<file path="src/inc/dnc_regs.vh">
// Register map, field positions and reset values of the downconverter
// configuration slice. Included by the core files; holds definitions only.
`ifndef DNC_REGS_VH
`define DNC_REGS_VH

`define DNC_ADDR_W 12
`define DNC_CHSEL_ADDR 12'h311
`define DNC_FREQ_B0_ADDR 12'h314
`define DNC_FREQ_B1_ADDR 12'h315
`define DNC_FREQ_B2_ADDR 12'h316
`define DNC_FREQ_B3_ADDR 12'h317
`define DNC_FREQ_B4_ADDR 12'h318
`define DNC_FREQ_B5_ADDR 12'h31a
`define DNC_PHOFS_B0_ADDR 12'h31d
`define DNC_PHOFS_B1_ADDR 12'h31e
`define DNC_PHOFS_B2_ADDR 12'h31f
`define DNC_PHOFS_B3_ADDR 12'h320
`define DNC_PHOFS_B4_ADDR 12'h321
`define DNC_PHOFS_B5_ADDR 12'h322
`define DNC_TEST_ADDR 12'h327

`define DNC_I_SEL_BIT 0
`define DNC_Q_SEL_BIT 2
`define DNC_I_TEST_BIT 0
`define DNC_Q_TEST_BIT 2

`define DNC_BYTE_RESET 8'h00
`define DNC_WORD_RESET 48'h000000000000
`define DNC_PHASE_W 48

`endif

</file>
<file path="src/core/dnc_config.v">
// Function
// - Q select bit 2: 0 first channel of pair, 1 second channel.
// - I select bit 0: 0 channel A, 1 channel B to in-phase path.
// - Accumulator adds frequency word once per sample; f = word*fs/2^48.
// - 48-bit signed phase offset bytes 0x31d..0x322 added to phase.
// - Q test bit 2 replaces Q samples by second test generator.
// - I test bit 0 replaces I samples by first test generator.
//
// Configuration slice of the first downconverter: register port, channel
// selection, oscillator phase and test-pattern routing.
// Assumes sample inputs and the sample enable are on clk; the register
// port is driven by a master on the same clock.
//
// Local design decision: the address-and-strobe port.
`timescale 1ns/100ps
`default_nettype none
`include "dnc_regs.vh"
module dnc_config #(
	parameter DATA_W = 14,
	parameter PHASE_W = `DNC_PHASE_W
) (
	// Clock and reset
	input wire clk,
	input wire rst,
	// Register port
	input wire [`DNC_ADDR_W-1:0] reg_addr,
	input wire [7:0] reg_wdata,
	input wire reg_wr,
	input wire reg_rd,
	output reg [7:0] reg_rdata,
	// Sample inputs
	input wire sample_en,
	input wire [DATA_W-1:0] chan_a,
	input wire [DATA_W-1:0] chan_b,
	input wire [DATA_W-1:0] chan_c,
	input wire [DATA_W-1:0] chan_d,
	input wire [DATA_W-1:0] test_pattern_i,
	input wire [DATA_W-1:0] test_pattern_q,
	// Downconverter feeds
	output wire [DATA_W-1:0] i_data,
	output wire [DATA_W-1:0] q_data,
	output wire [PHASE_W-1:0] nco_phase,
	// Configuration view for neighbouring sections
	output reg i_sel,
	output reg q_sel,
	output reg i_test_en,
	output reg q_test_en,
	output reg [PHASE_W-1:0] freq_word,
	output reg [PHASE_W-1:0] phase_offset
);
	reg [7:0] next_rdata;

	// Places one byte into a 48-bit word at byte lane idx.
	function [47:0] put_byte;
		input [47:0] word;
		input [2:0] idx;
		input [7:0] data;
		reg [47:0] mask;
		begin
			mask = 48'h0000000000ff << {idx, 3'b000};
			put_byte = (word & ~mask) | ({40'h0000000000, data} << {idx, 3'b000});
		end
	endfunction

	// Byte lane of an address within a six-byte group, 3'h7 when outside.
	function [2:0] freq_lane;
		input [`DNC_ADDR_W-1:0] a;
		begin
			if (a == `DNC_FREQ_B0_ADDR) freq_lane = 3'h0;
			else if (a == `DNC_FREQ_B1_ADDR) freq_lane = 3'h1;
			else if (a == `DNC_FREQ_B2_ADDR) freq_lane = 3'h2;
			else if (a == `DNC_FREQ_B3_ADDR) freq_lane = 3'h3;
			else if (a == `DNC_FREQ_B4_ADDR) freq_lane = 3'h4;
			else if (a == `DNC_FREQ_B5_ADDR) freq_lane = 3'h5;
			else freq_lane = 3'h7;
		end
	endfunction

	function [2:0] phofs_lane;
		input [`DNC_ADDR_W-1:0] a;
		begin
			if (a == `DNC_PHOFS_B0_ADDR) phofs_lane = 3'h0;
			else if (a == `DNC_PHOFS_B1_ADDR) phofs_lane = 3'h1;
			else if (a == `DNC_PHOFS_B2_ADDR) phofs_lane = 3'h2;
			else if (a == `DNC_PHOFS_B3_ADDR) phofs_lane = 3'h3;
			else if (a == `DNC_PHOFS_B4_ADDR) phofs_lane = 3'h4;
			else if (a == `DNC_PHOFS_B5_ADDR) phofs_lane = 3'h5;
			else phofs_lane = 3'h7;
		end
	endfunction

	wire [2:0] wr_freq_lane = freq_lane(reg_addr);
	wire [2:0] wr_phofs_lane = phofs_lane(reg_addr);

	// Only defined bits are stored, so reserved bits can never read back.
	always @(posedge clk) begin
		if (rst) begin
			i_sel <= 1'b0;
			q_sel <= 1'b0;
			i_test_en <= 1'b0;
			q_test_en <= 1'b0;
			freq_word <= `DNC_WORD_RESET;
			phase_offset <= `DNC_WORD_RESET;
		end else if (reg_wr) begin
			if (reg_addr == `DNC_CHSEL_ADDR) begin
				i_sel <= reg_wdata[`DNC_I_SEL_BIT];
				q_sel <= reg_wdata[`DNC_Q_SEL_BIT];
			end else if (reg_addr == `DNC_TEST_ADDR) begin
				i_test_en <= reg_wdata[`DNC_I_TEST_BIT];
				q_test_en <= reg_wdata[`DNC_Q_TEST_BIT];
			end else if (wr_freq_lane != 3'h7) begin
				freq_word <= put_byte(freq_word, wr_freq_lane, reg_wdata);
			end else if (wr_phofs_lane != 3'h7) begin
				phase_offset <= put_byte(phase_offset, wr_phofs_lane,
					reg_wdata);
			end
		end
	end

	// Read mux; unmapped addresses and reserved bits answer zero.
	always @* begin
		next_rdata = 8'h00;
		if (reg_addr == `DNC_CHSEL_ADDR) begin
			next_rdata[`DNC_I_SEL_BIT] = i_sel;
			next_rdata[`DNC_Q_SEL_BIT] = q_sel;
		end else if (reg_addr == `DNC_TEST_ADDR) begin
			next_rdata[`DNC_I_TEST_BIT] = i_test_en;
			next_rdata[`DNC_Q_TEST_BIT] = q_test_en;
		end else if (wr_freq_lane != 3'h7) begin
			next_rdata = freq_word[{wr_freq_lane, 3'b000} +: 8];
		end else if (wr_phofs_lane != 3'h7) begin
			next_rdata = phase_offset[{wr_phofs_lane, 3'b000} +: 8];
		end
	end

	// Read data stand only in the cycle after the strobe.
	always @(posedge clk) begin
		if (rst) begin
			reg_rdata <= 8'h00;
		end else if (reg_rd) begin
			reg_rdata <= next_rdata;
		end else begin
			reg_rdata <= 8'h00;
		end
	end

	// The in-phase path picks A or B; the quadrature path picks within
	// the pair as well. Which pair the Q path belongs to is fixed here to
	// A/B; the C/D pair is served by the other downconverter.
	dnc_path_mux #(
		.DATA_W(DATA_W)
	) u_i_mux (
		.clk(clk),
		.rst(rst),
		.chan_sel(i_sel),
		.test_en(i_test_en),
		.chan_first(chan_a),
		.chan_second(chan_b),
		.test_data(test_pattern_i),
		.data_out(i_data)
	);

	dnc_path_mux #(
		.DATA_W(DATA_W)
	) u_q_mux (
		.clk(clk),
		.rst(rst),
		.chan_sel(q_sel),
		.test_en(q_test_en),
		.chan_first(chan_a),
		.chan_second(chan_b),
		.test_data(test_pattern_q),
		.data_out(q_data)
	);

	dnc_nco #(
		.PHASE_W(PHASE_W)
	) u_nco (
		.clk(clk),
		.rst(rst),
		.sample_en(sample_en),
		.freq_word(freq_word),
		.phase_offset(phase_offset),
		.phase(nco_phase)
	);

	// Unused C/D inputs are kept on the port so the pair wiring matches
	// the other downconverter; they do not steer anything here.
	wire unused_cd = ^{chan_c, chan_d};
endmodule // dnc_config
`default_nettype wire

</file>
<file path="src/core/dnc_nco.v">
// Phase accumulator of the oscillator: adds the frequency word on each
// sample enable and presents accumulated phase plus offset.
// Assumes a synchronous active-high reset and a one-cycle sample enable.
`timescale 1ns/100ps
`default_nettype none
module dnc_nco #(
	parameter PHASE_W = 48
) (
	// Clock and reset
	input wire clk,
	input wire rst,
	// Control
	input wire sample_en,
	input wire [PHASE_W-1:0] freq_word,
	input wire [PHASE_W-1:0] phase_offset,
	// Phase out
	output reg [PHASE_W-1:0] phase
);
	reg [PHASE_W-1:0] accum;

	// Wrapping modulo 2^48 gives f = word * fs / 2^48; negative words
	// simply run the phase backwards.
	always @(posedge clk) begin
		if (rst) begin
			accum <= {PHASE_W{1'b0}};
			phase <= {PHASE_W{1'b0}};
		end else if (sample_en) begin
			accum <= accum + freq_word;
			phase <= accum + phase_offset;
		end
	end
endmodule // dnc_nco
`default_nettype wire

</file>
<file path="src/core/dnc_path_mux.v">
// Selects one sample path: a choice between two channels, then an
// optional replacement by a test pattern. Registered output.
// Assumes all inputs are on clk.
`timescale 1ns/100ps
`default_nettype none
module dnc_path_mux #(
	parameter DATA_W = 14
) (
	// Clock and reset
	input wire clk,
	input wire rst,
	// Controls
	input wire chan_sel,
	input wire test_en,
	// Samples
	input wire [DATA_W-1:0] chan_first,
	input wire [DATA_W-1:0] chan_second,
	input wire [DATA_W-1:0] test_data,
	output reg [DATA_W-1:0] data_out
);
	always @(posedge clk) begin
		if (rst) begin
			data_out <= {DATA_W{1'b0}};
		end else if (test_en) begin
			data_out <= test_data;
		end else if (chan_sel) begin
			data_out <= chan_second;
		end else begin
			data_out <= chan_first;
		end
	end
endmodule // dnc_path_mux
`default_nettype wire

</file>
<file path="config.mk">
export PLATFORM = sky130hd
export DESIGN_NAME = dnc_config
export DESIGN_NICKNAME = d
export VERILOG_FILES = /design/src/core/dnc_config.v /design/src/core/dnc_nco.v /design/src/core/dnc_path_mux.v
export VERILOG_INCLUDE_DIRS = /design/src /design/src/inc
export SDC_FILE = /design/constraint.sdc
export NUM_CORES = 1
export LEC_CHECK = 0
export ABC_AREA = 1
export BUFFER_PORTS_ARGS = -buffer_cell sky130_fd_sc_hd__buf_2
export CAP_MARGIN = 10
export CORE_ASPECT_RATIO = 1.5
export CORE_MARGIN = 2
export CORE_UTILIZATION = 49
export CTS_CLUSTER_DIAMETER = 40
export DETAILED_ROUTE_END_ITERATION = 6
export GPL_ROUTABILITY_DRIVEN = 0
export GPL_TIMING_DRIVEN = 0
export PLACE_DENSITY = 0.8
export SLEW_MARGIN = 15
export SYNTH_ARGS = -nofsm -noshare
export SYNTH_HDL_FRONTEND = slang
export SYNTH_HIERARCHICAL = 1
export SYNTH_SLANG_ARGS = --single-unit
</file>
<file path="constraint.sdc">
create_clock -name clk -period 2.7 [get_ports clk]
set_input_delay 0.135 -clock clk [delete_from_list [all_inputs] [get_ports clk]]
set_output_delay 0.135 -clock clk [all_outputs]
set_load 0.01 [all_outputs]
</file>
==> results of run 1 <==
==> cell families (layout without fill, tap and decap cells) <==
family                   count (synthesis)  after routing
AO/OA/AOI/OAI                          367            367
other                                    0              3
AND/OR/NAND/NOR                       1813           1813
buffers and inverters                  693           1079
XOR/XNOR                                48             48
flip-flops                             232            232
adder cells (fa/ha/maj)                 96             96
==> layer usage <==
| layer | up-vias | track usage [%] | wire, um |
|---|---|---|---|
| met5 | - | 0 | 0 |
| met1 | 9662 | 39.0 | 25400 |
| li1 | 10730 | - | - |
| met2 | 1195 | 59.2 | 33000 |
| met4 | 0 | 32.7 | 8190 |
| met3 | 413 | 5.55 | 6620 |
==> state kept, by name, summed over array words and instances, names as in the netlist <==
register,flops
freq_word,48
phase_offset,48
u_nco/accum,48
u_nco/phase,48
u_i_mux/data_out,14
u_q_mux/data_out,14
reg_rdata,8
i_sel,1
i_test_en,1
q_sel,1
q_test_en,1
==> critical path, delay by kind of cell, from the launching register on <==
| kind | cells | cell delay [ps] |
|---|---|---|
| AND/OR/NAND/NOR | 8 | 1030 |
| adder cells (fa/ha/maj) | 2 | 820 |
| flip-flops | 1 | 400 |
| AO/OA/AOI/OAI | 1 | 160 |
| buffers and inverters | 1 | 50 |
==> area by class of cell <==
class,count,area [um2]
antenna,3,7.51
buffer,71,445
clock buffer,31,732
clock inverter,19,322
fill,3632,15200
inverter,622,2330
multi-input combinational,2324,11300
sequential,232,4640
tap,489,612
timing repair buffer,336,2050
==> worst max path at each step <==
stage | start | slack (ps) | cells past startpoint | endpoint
6_report | freq_word[0]$_SDFFE_PP0P_ | 120 | 12 | u_nco/accum[28]$_SDFFE_PP0P_
5_1_grt | freq_word[0]$_SDFFE_PP0P_ | 20 | 12 | u_nco/accum[28]$_SDFFE_PP0P_
4_1_cts | freq_word[0]$_SDFFE_PP0P_ | 230 | 14 | u_nco/accum[32]$_SDFFE_PP0P_
3_5_place_dp | freq_word[0]$_SDFFE_PP0P_ | 260 | 14 | u_nco/accum[32]$_SDFFE_PP0P_
3_3_place_gp | freq_word[0]$_SDFFE_PP0P_ | 290 | 14 | u_nco/accum[32]$_SDFFE_PP0P_
2_1_floorplan | phase_offset[0]$_SDFFE_PP0P_ | 720 | 14 | u_nco/phase[32]$_SDFFE_PP0P_
==> timing repair <==
| item | 4_1_cts | 5_1_grt |
|---|---|---|
| endpoints found under the hold margin | 69 | 0 |
| endpoints found under the setup margin | 0 | 1 |
| resized for setup | 0 | 1 |
| hold buffers | 74 | 0 |
==> synth_stat cells, drive strengths merged <==
cell         number
o21ai           158
o21bai            7
nor2            511
a31oi             1
o21a              2
ha               94
dlygate4sd1       1
a21o              3
nor3             14
a211oi           22
or2               1
o211ai            3
o22ai             4
clkinv            1
fa                2
buf              31
xor2             46
nand3           195
xnor2             2
nand4            49
o221ai            3
inv             621
a21oi           160
clkbuf           39
dfxtp           232
a22oi             4
nor4              4
nand3b            1
nand2          1038
==> power groups by stage <==
stage / Clock, mW / Sequential (mW) / Combinational [mW]
finish: 4.25 / 3.63 / 1.06
global route: 4.41 / 3.64 / 1.15
CTS: 4.27 / 3.63 / 1.01
detailed placement: 0 / 3.70 / 0.930
global placement: 0 / 3.70 / 0.915
floorplan: 0 / 3.70 / 0.558
==> cell usage in the layout (no fill, tap or decap), drive strengths merged, types with 22 or more instances in the layout <==
cell type | netlist | final
dfxtp | 232 | 232
nor2 | 511 | 511
buf | 31 | 293
xor2 | 46 | 46
a21oi | 160 | 160
clkbuf | 39 | 70
nand2 | 1038 | 1038
o21ai | 158 | 158
a211oi | 22 | 22
inv | 621 | 629
nand3 | 195 | 195
ha | 94 | 94
dlygate4sd3 | 0 | 74
nand4 | 49 | 49
==> summary.md, run 1 <==
| Metric | Value |
|---|---|
| Status | `finished, final reports clean` |
| Largest net degree at the start of global routing | `16` |
| Net Sw Frac | `27.1%` |
| Core region area | `37700 um2` |
| Startpoint types | `register` |
| Slowest stage cell on the critical path | `fa_1` |
| Crit path time final | `2580 ps` |
| Arrival time worst endpoint | `3050 ps` |
| Synth Instances | `3249` |
| Drt first pass iters | `6` |
| Die height | `244 um` |
| Fmax | `387 MHz` |
| Post-Synth Adder-Cell Area | `6.48%` |
| Final instance area | `22500 um2` |
| Post-Synth XOR/XNOR Area | `2.24%` |
| Worst-case register-to-register setup slack | `120 ps` |
| Hold wc startpoint | `reg_addr[0]` |
| Part of the power in registers | `40.6%` |
| Synthesized area | `18800 um2` |
| Initial Util | `49.8%` |
| Die Wd | `164 um` |
| Layout Nets | `3820` |
| Worst-Skew Late Latency | `590 ps` |
| Port Buffers | `262` |
| Max IR drop VDD | `0.000467 V` |
| Max Buffers Root-to-Sink | `3` |
| Layout cell share with drive strength beyond 1 | `13.6%` |
| Psw | `2.42 mW` |
| Power, Total | `8.94 mW` |
| CTS root buffer | `clkbuf_16` |
| Combinational Power Share | `11.8%` |
| Synth Area in Compound Gates | `10.8%` |
| Main combinational cell family by area after synthesis | `simple AND/OR/NAND/NOR gates` |
| Power Density | `397 nW/um2` |
| Final HPWL DP | `57.0 mm` |
| Average cell area after synthesis | `5.78 um2` |
| Final setup fails | `0` |
| FF-to-FF path depth | `12` |
| Seq cells post-synth | `232` |
| Final worst setup slack | `117 ps` |
| Top cell type's share of synthesized area | `24.8%` |
| Final Max Slew Viols | `0` |
| Simple-gate share of the synthesized area | `40.9%` |
| Drt via density | `5.33` |
| Reg clk slew, reported paths | `70 ps` |
| Clk pwr share | `47.5%` |
| Final design utilization | `59.7%` |
| Vias in the first global route | `20.4k` |
| Period utilization | `95.7%` |
| Detail Route Antenna Nets | `0` |
| Mux cell area share after synthesis | `0%` |
| Crit path top cell by count | `nand3_1` |
| DRC | `0` |
| Worst setup EP type | `register` |
| Mean routed wirelength per cell | `17.7 um` |
| Layout Cells excl Fill | `4127` |
| Worst R2R End | `u_nco/accum[28]$_SDFFE_PP0P_` |
| Top post-synthesis cells by area | `dfxtp_1, nand2_1, inv_1` |
| Leakage power | `13.0 nW` |
| Die area | `39900 um2` |
| Number of antenna violations at the first check in global routing | `1` |
| Worst Hold Class | `in2reg` |
| CTS Sinks | `232` |
| Grt total ovfl | `0` |
| Area grow syn2layout | `19.9%` |
| DP Area | `20700 um2` |
| Worst R2R Start | `freq_word[0]$_SDFFE_PP0P_` |
| Inserted Clock Buffers | `28` |
| Fin Hold WS | `128 ps` |
| Internal | `6.52 mW` |
| CP Class | `reg2reg` |
| Largest area contributor in the netlist | `dfxtp_1` |
| Slew @ Worst Pin | `914 ps` |
| Global-route wire length before repair | `109 mm` |
| Sequential area share after synthesis | `24.8%` |
| Synth warnings | `6` |
| RSZ-0062 raised after global routing | `false` |
| Max_cap viols | `0` |
| DR iter-0 viols | `2241` |
| CP Max Fanout | `4` |
| Setup Skew | `33.7 ps` |
| H-tree levels | `1` |
| CTS tree | `done` |
| Mapped Nets | `3454` |
| Final Hold Fails | `0` |
| Via Count | `22.0k` |
| Req. time, crit path | `3160 ps` |
| Pre-CTS WS | `260 ps` |
| I/O pin cnt | `293` |
| Cells after DPL | `4000` |
| Unique masters post-synth | `50` |
| Hold path cells | `4` |
| Rows | `87` |
| Crit path cell chain | `ha_1 -> fa_1 -> nand3_1 -> nand3_1 -> nand3_1 -> nand3_1 -> nand3_1 -> nand2_1 -> nand2_1 -> nand2_1 -> o21ai_0 -> inv_1` |
| Relative slew slack | `39.0%` |
| Setup Fix Bufs, Post-CTS | `0` |
| Endpoint, Worst Hold | `i_test_en$_SDFFE_PP0P_` |
| Largest stage delay, worst path | `470 ps` |
| GR Util All Layers | `35.9%` |
| Final WL | `73.1 mm` |
| Setup TNS | `0 ps` |
Power figures use the tool's default switching activity.
==> inputs of run 2 (changes only) <==
Settings changed: CORE_UTILIZATION 49 to 35, PLACE_DENSITY 0.8 to 0.64.
==> run 2 against run 1 <==
Against the previous run:
- largest cell class unchanged
- routed wire length is 5.8% higher
- via count fell by 3.9%
- clock skew increased by 2.3 ps
- total power increased by 4.6%
- sequential power is essentially flat
- cell area grew 1.3%
- non-clock buffer count fell by 8
- first-iteration DRC count shrank 39%
- final cell count is 4.7% higher
- critical endpoint is now u_nco/accum[44]$_SDFFE_PP0P_
==> summary.md, run 2 (same netlist as run 1, synthesis figures left out) <==
| Metric | Value |
|---|---|
| Leakage power | `13.0 nW (about the same)` |
| Crit path top cell by count | `nand3_1` |
| Startpoint types | `register` |
| Drt via density | `4.90 (-8.2%)` |
| Fillers | `5783 (+59%)` |
| CP Class | `reg2reg` |
| Final HPWL DP | `63.6 mm (+12%)` |
| Max_cap viols | `0 (unchanged)` |
| Top Family by Delay on Critical Path | `simple AND/OR/NAND/NOR gates` |
| RSZ-0062 raised after global routing | `false` |
| Setup Skew | `36.0 ps (+2.31 ps)` |
| Layout cell share with drive strength beyond 1 | `13.7% (+0.15 points)` |
| Via Count | `21.2k (-3.9%)` |
| DR iter-0 viols | `1371 (-39%)` |
| H-tree levels | `2 (+1)` |
| Worst-Skew Late Latency | `560 ps (-30 ps)` |
| Worst Hold Class | `in2reg` |
| Crit path cell chain | `ha_1 -> fa_1 -> nand3_1 -> nand3_1 -> nand3_1 -> nand3_1 -> nand2_1 -> nand3_1 -> nand2_1 -> nand3_1 -> nand2_1 -> inv_1` |
| Global-route wire length before repair | `115 mm (+5.4%)` |
| Status | `finished, final reports clean` |
| Rows | `103 (+18%)` |
| Die height | `288 um (+18%)` |
| Layout Nets | `3818 (-0.052%)` |
| CTS tree | `done` |
| GR Util All Layers | `27.7% (-8.2 points)` |
| Final WL | `77.4 mm (+5.8%)` |
| Crit path time final | `2580 ps (-7.13 ps)` |
| Final setup fails | `0 (unchanged)` |
| CTS root buffer | `clkbuf_16` |
| Port Buffers | `262 (unchanged)` |
| Reg clk slew, reported paths | `60 ps (about the same)` |
| Vias in the first global route | `20.2k (-1.1%)` |
| Area of the multi-input gates | `11300 um2 (about the same)` |
| Grt total ovfl | `0 (unchanged)` |
| Cells after DPL | `4193 (+4.8%)` |
| Setup TNS | `0 ps (unchanged)` |
| Fmax | `388 MHz (+0.28%)` |
| I/O pin cnt | `293 (unchanged)` |
| Hold_buf cts | `66 (-11%)` |
| Detail Route Antenna Nets | `0 (unchanged)` |
| Largest net degree at the start of global routing | `14 (-2)` |
| CP bufs+invs | `1 (unchanged)` |
| Mean routed wirelength per cell | `17.9 um (+1.1%)` |
| Layout Cells excl Fill | `4321 (+4.7%)` |
| Max Buffers Root-to-Sink | `3 (unchanged)` |
| DRC | `0 (unchanged)` |
| Die Wd | `193 um (+18%)` |
| Core region area | `52800 um2 (+40%)` |
| Inserted Clock Buffers | `34 (+21%)` |
| Area grow syn2layout | `21.4%` |
| Arrival time worst endpoint | `3010 ps (-40 ps)` |
| Final Max Slew Viols | `0 (unchanged)` |
| Final worst setup slack | `124 ps (+7.13 ps)` |
| Post-CTS sizing | `0 (unchanged)` |
| Req. time, crit path | `3130 ps (-30 ps)` |
| Pre-CTS WS | `181 ps (-79.8 ps)` |
| Drt first pass iters | `6 (unchanged)` |
| Max IR drop VDD | `0.000364 V (-22%)` |
| Reg area | `4640 um2 (unchanged)` |
| Final Hold Fails | `0 (unchanged)` |
| Number of antenna violations at the first check in global routing | `1 (unchanged)` |
| Worst setup EP type | `register` |
| Power Density | `410 nW/um2 (+3.3%)` |
| Most frequent cells in the layout | `nand2_1, inv_1, nor2_1` |
| Slowest stage cell on the critical path | `fa_1` |
| Setup Fix Bufs, Post-CTS | `0 (unchanged)` |
| Slew @ Worst Pin | `835 ps (-79.8 ps)` |
| CP Max Fanout | `4 (unchanged)` |
| Period utilization | `95.4% (-0.26 points)` |
| CTS Sinks | `232 (unchanged)` |
| Largest stage delay, worst path | `510 ps (+40 ps)` |
| Relative slew slack | `44.4% (+5.3 points)` |
| Most common cell after layout, fill and taps aside | `nand2_1` |
| Die area | `55500 um2 (+39%)` |
| Initial Util | `35.5% (-14 points)` |
[run 2: final timing paths]
check	to	slack [ps]	start	cells past startpoint
worst max-delay path	u_nco/accum[44]$_SDFFE_PP0P_	120	freq_word[0]$_SDFFE_PP0P_	12
worst min-delay path	u_i_mux/data_out[1]$_SDFF_PP0_	3	chan_b[1]	5
worst max register to register	u_nco/accum[44]$_SDFFE_PP0P_	120	freq_word[0]$_SDFFE_PP0P_	12
worst min register to register	u_nco/phase[1]$_SDFFE_PP0P_	500	u_nco/phase[1]$_SDFFE_PP0P_	2
[run 2: cell type report]
cell class / count / area share (%)
Antenna cell: 1 / 0.0110
Clock inverter: 19 / 1.22
Timing Repair Buffer: 328 / 8.66
Multi-Input combinational cell: 2324 / 49.8
Inverter: 622 / 10.2
Buffer: 71 / 1.96
Tap cell: 682 / 3.75
Sequential cell: 232 / 20.4
Clock buffer: 42 / 4.00
[run 2: through the flow]
stage	instance area (um2)	power [mW]	util, %	hold slack (ps)
after floorplan	18800	4.26	-	281
after global placement	20900	4.65	39.6	386
after detailed placement	20900	4.66	39.6	395
after CTS	22800	9.39	43.1	7.70
after global routing	22800	9.68	43.1	18.1
final	22800	9.35	43.1	2.84
[run 2: routing by layer]
| layer | vias up | wire [um] | global-route usage (%) |
|---|---|---|---|
| met5 | - | 0 | 0 |
| met4 | 0 | 8420 | 25.1 |
| met3 | 278 | 4660 | 3.25 |
| met2 | 816 | 36100 | 47.3 |
| met1 | 9316 | 28300 | 29.6 |
| li1 | 10743 | - | - |
[run 2: worst reg2reg max path, cell delays in order (launching register included)]
cell	delay (ps)
dfxtp_1	390
ha_1	350
fa_1	510
nand3_1	110
nand3_1	210
nand3_1	140
nand3_1	210
nand2_1	230
nand3_1	100
nand2_1	60
nand3_1	60
nand2_1	60
inv_1	30
[run 2: power by group]
| group | switching (mW) | internal (mW) | total, mW |
|---|---|---|---|
| clock network | 1.90 | 2.77 | 4.67 |
| registers | 0.0984 | 3.54 | 3.64 |
| logic | 0.649 | 0.391 | 1.04 |
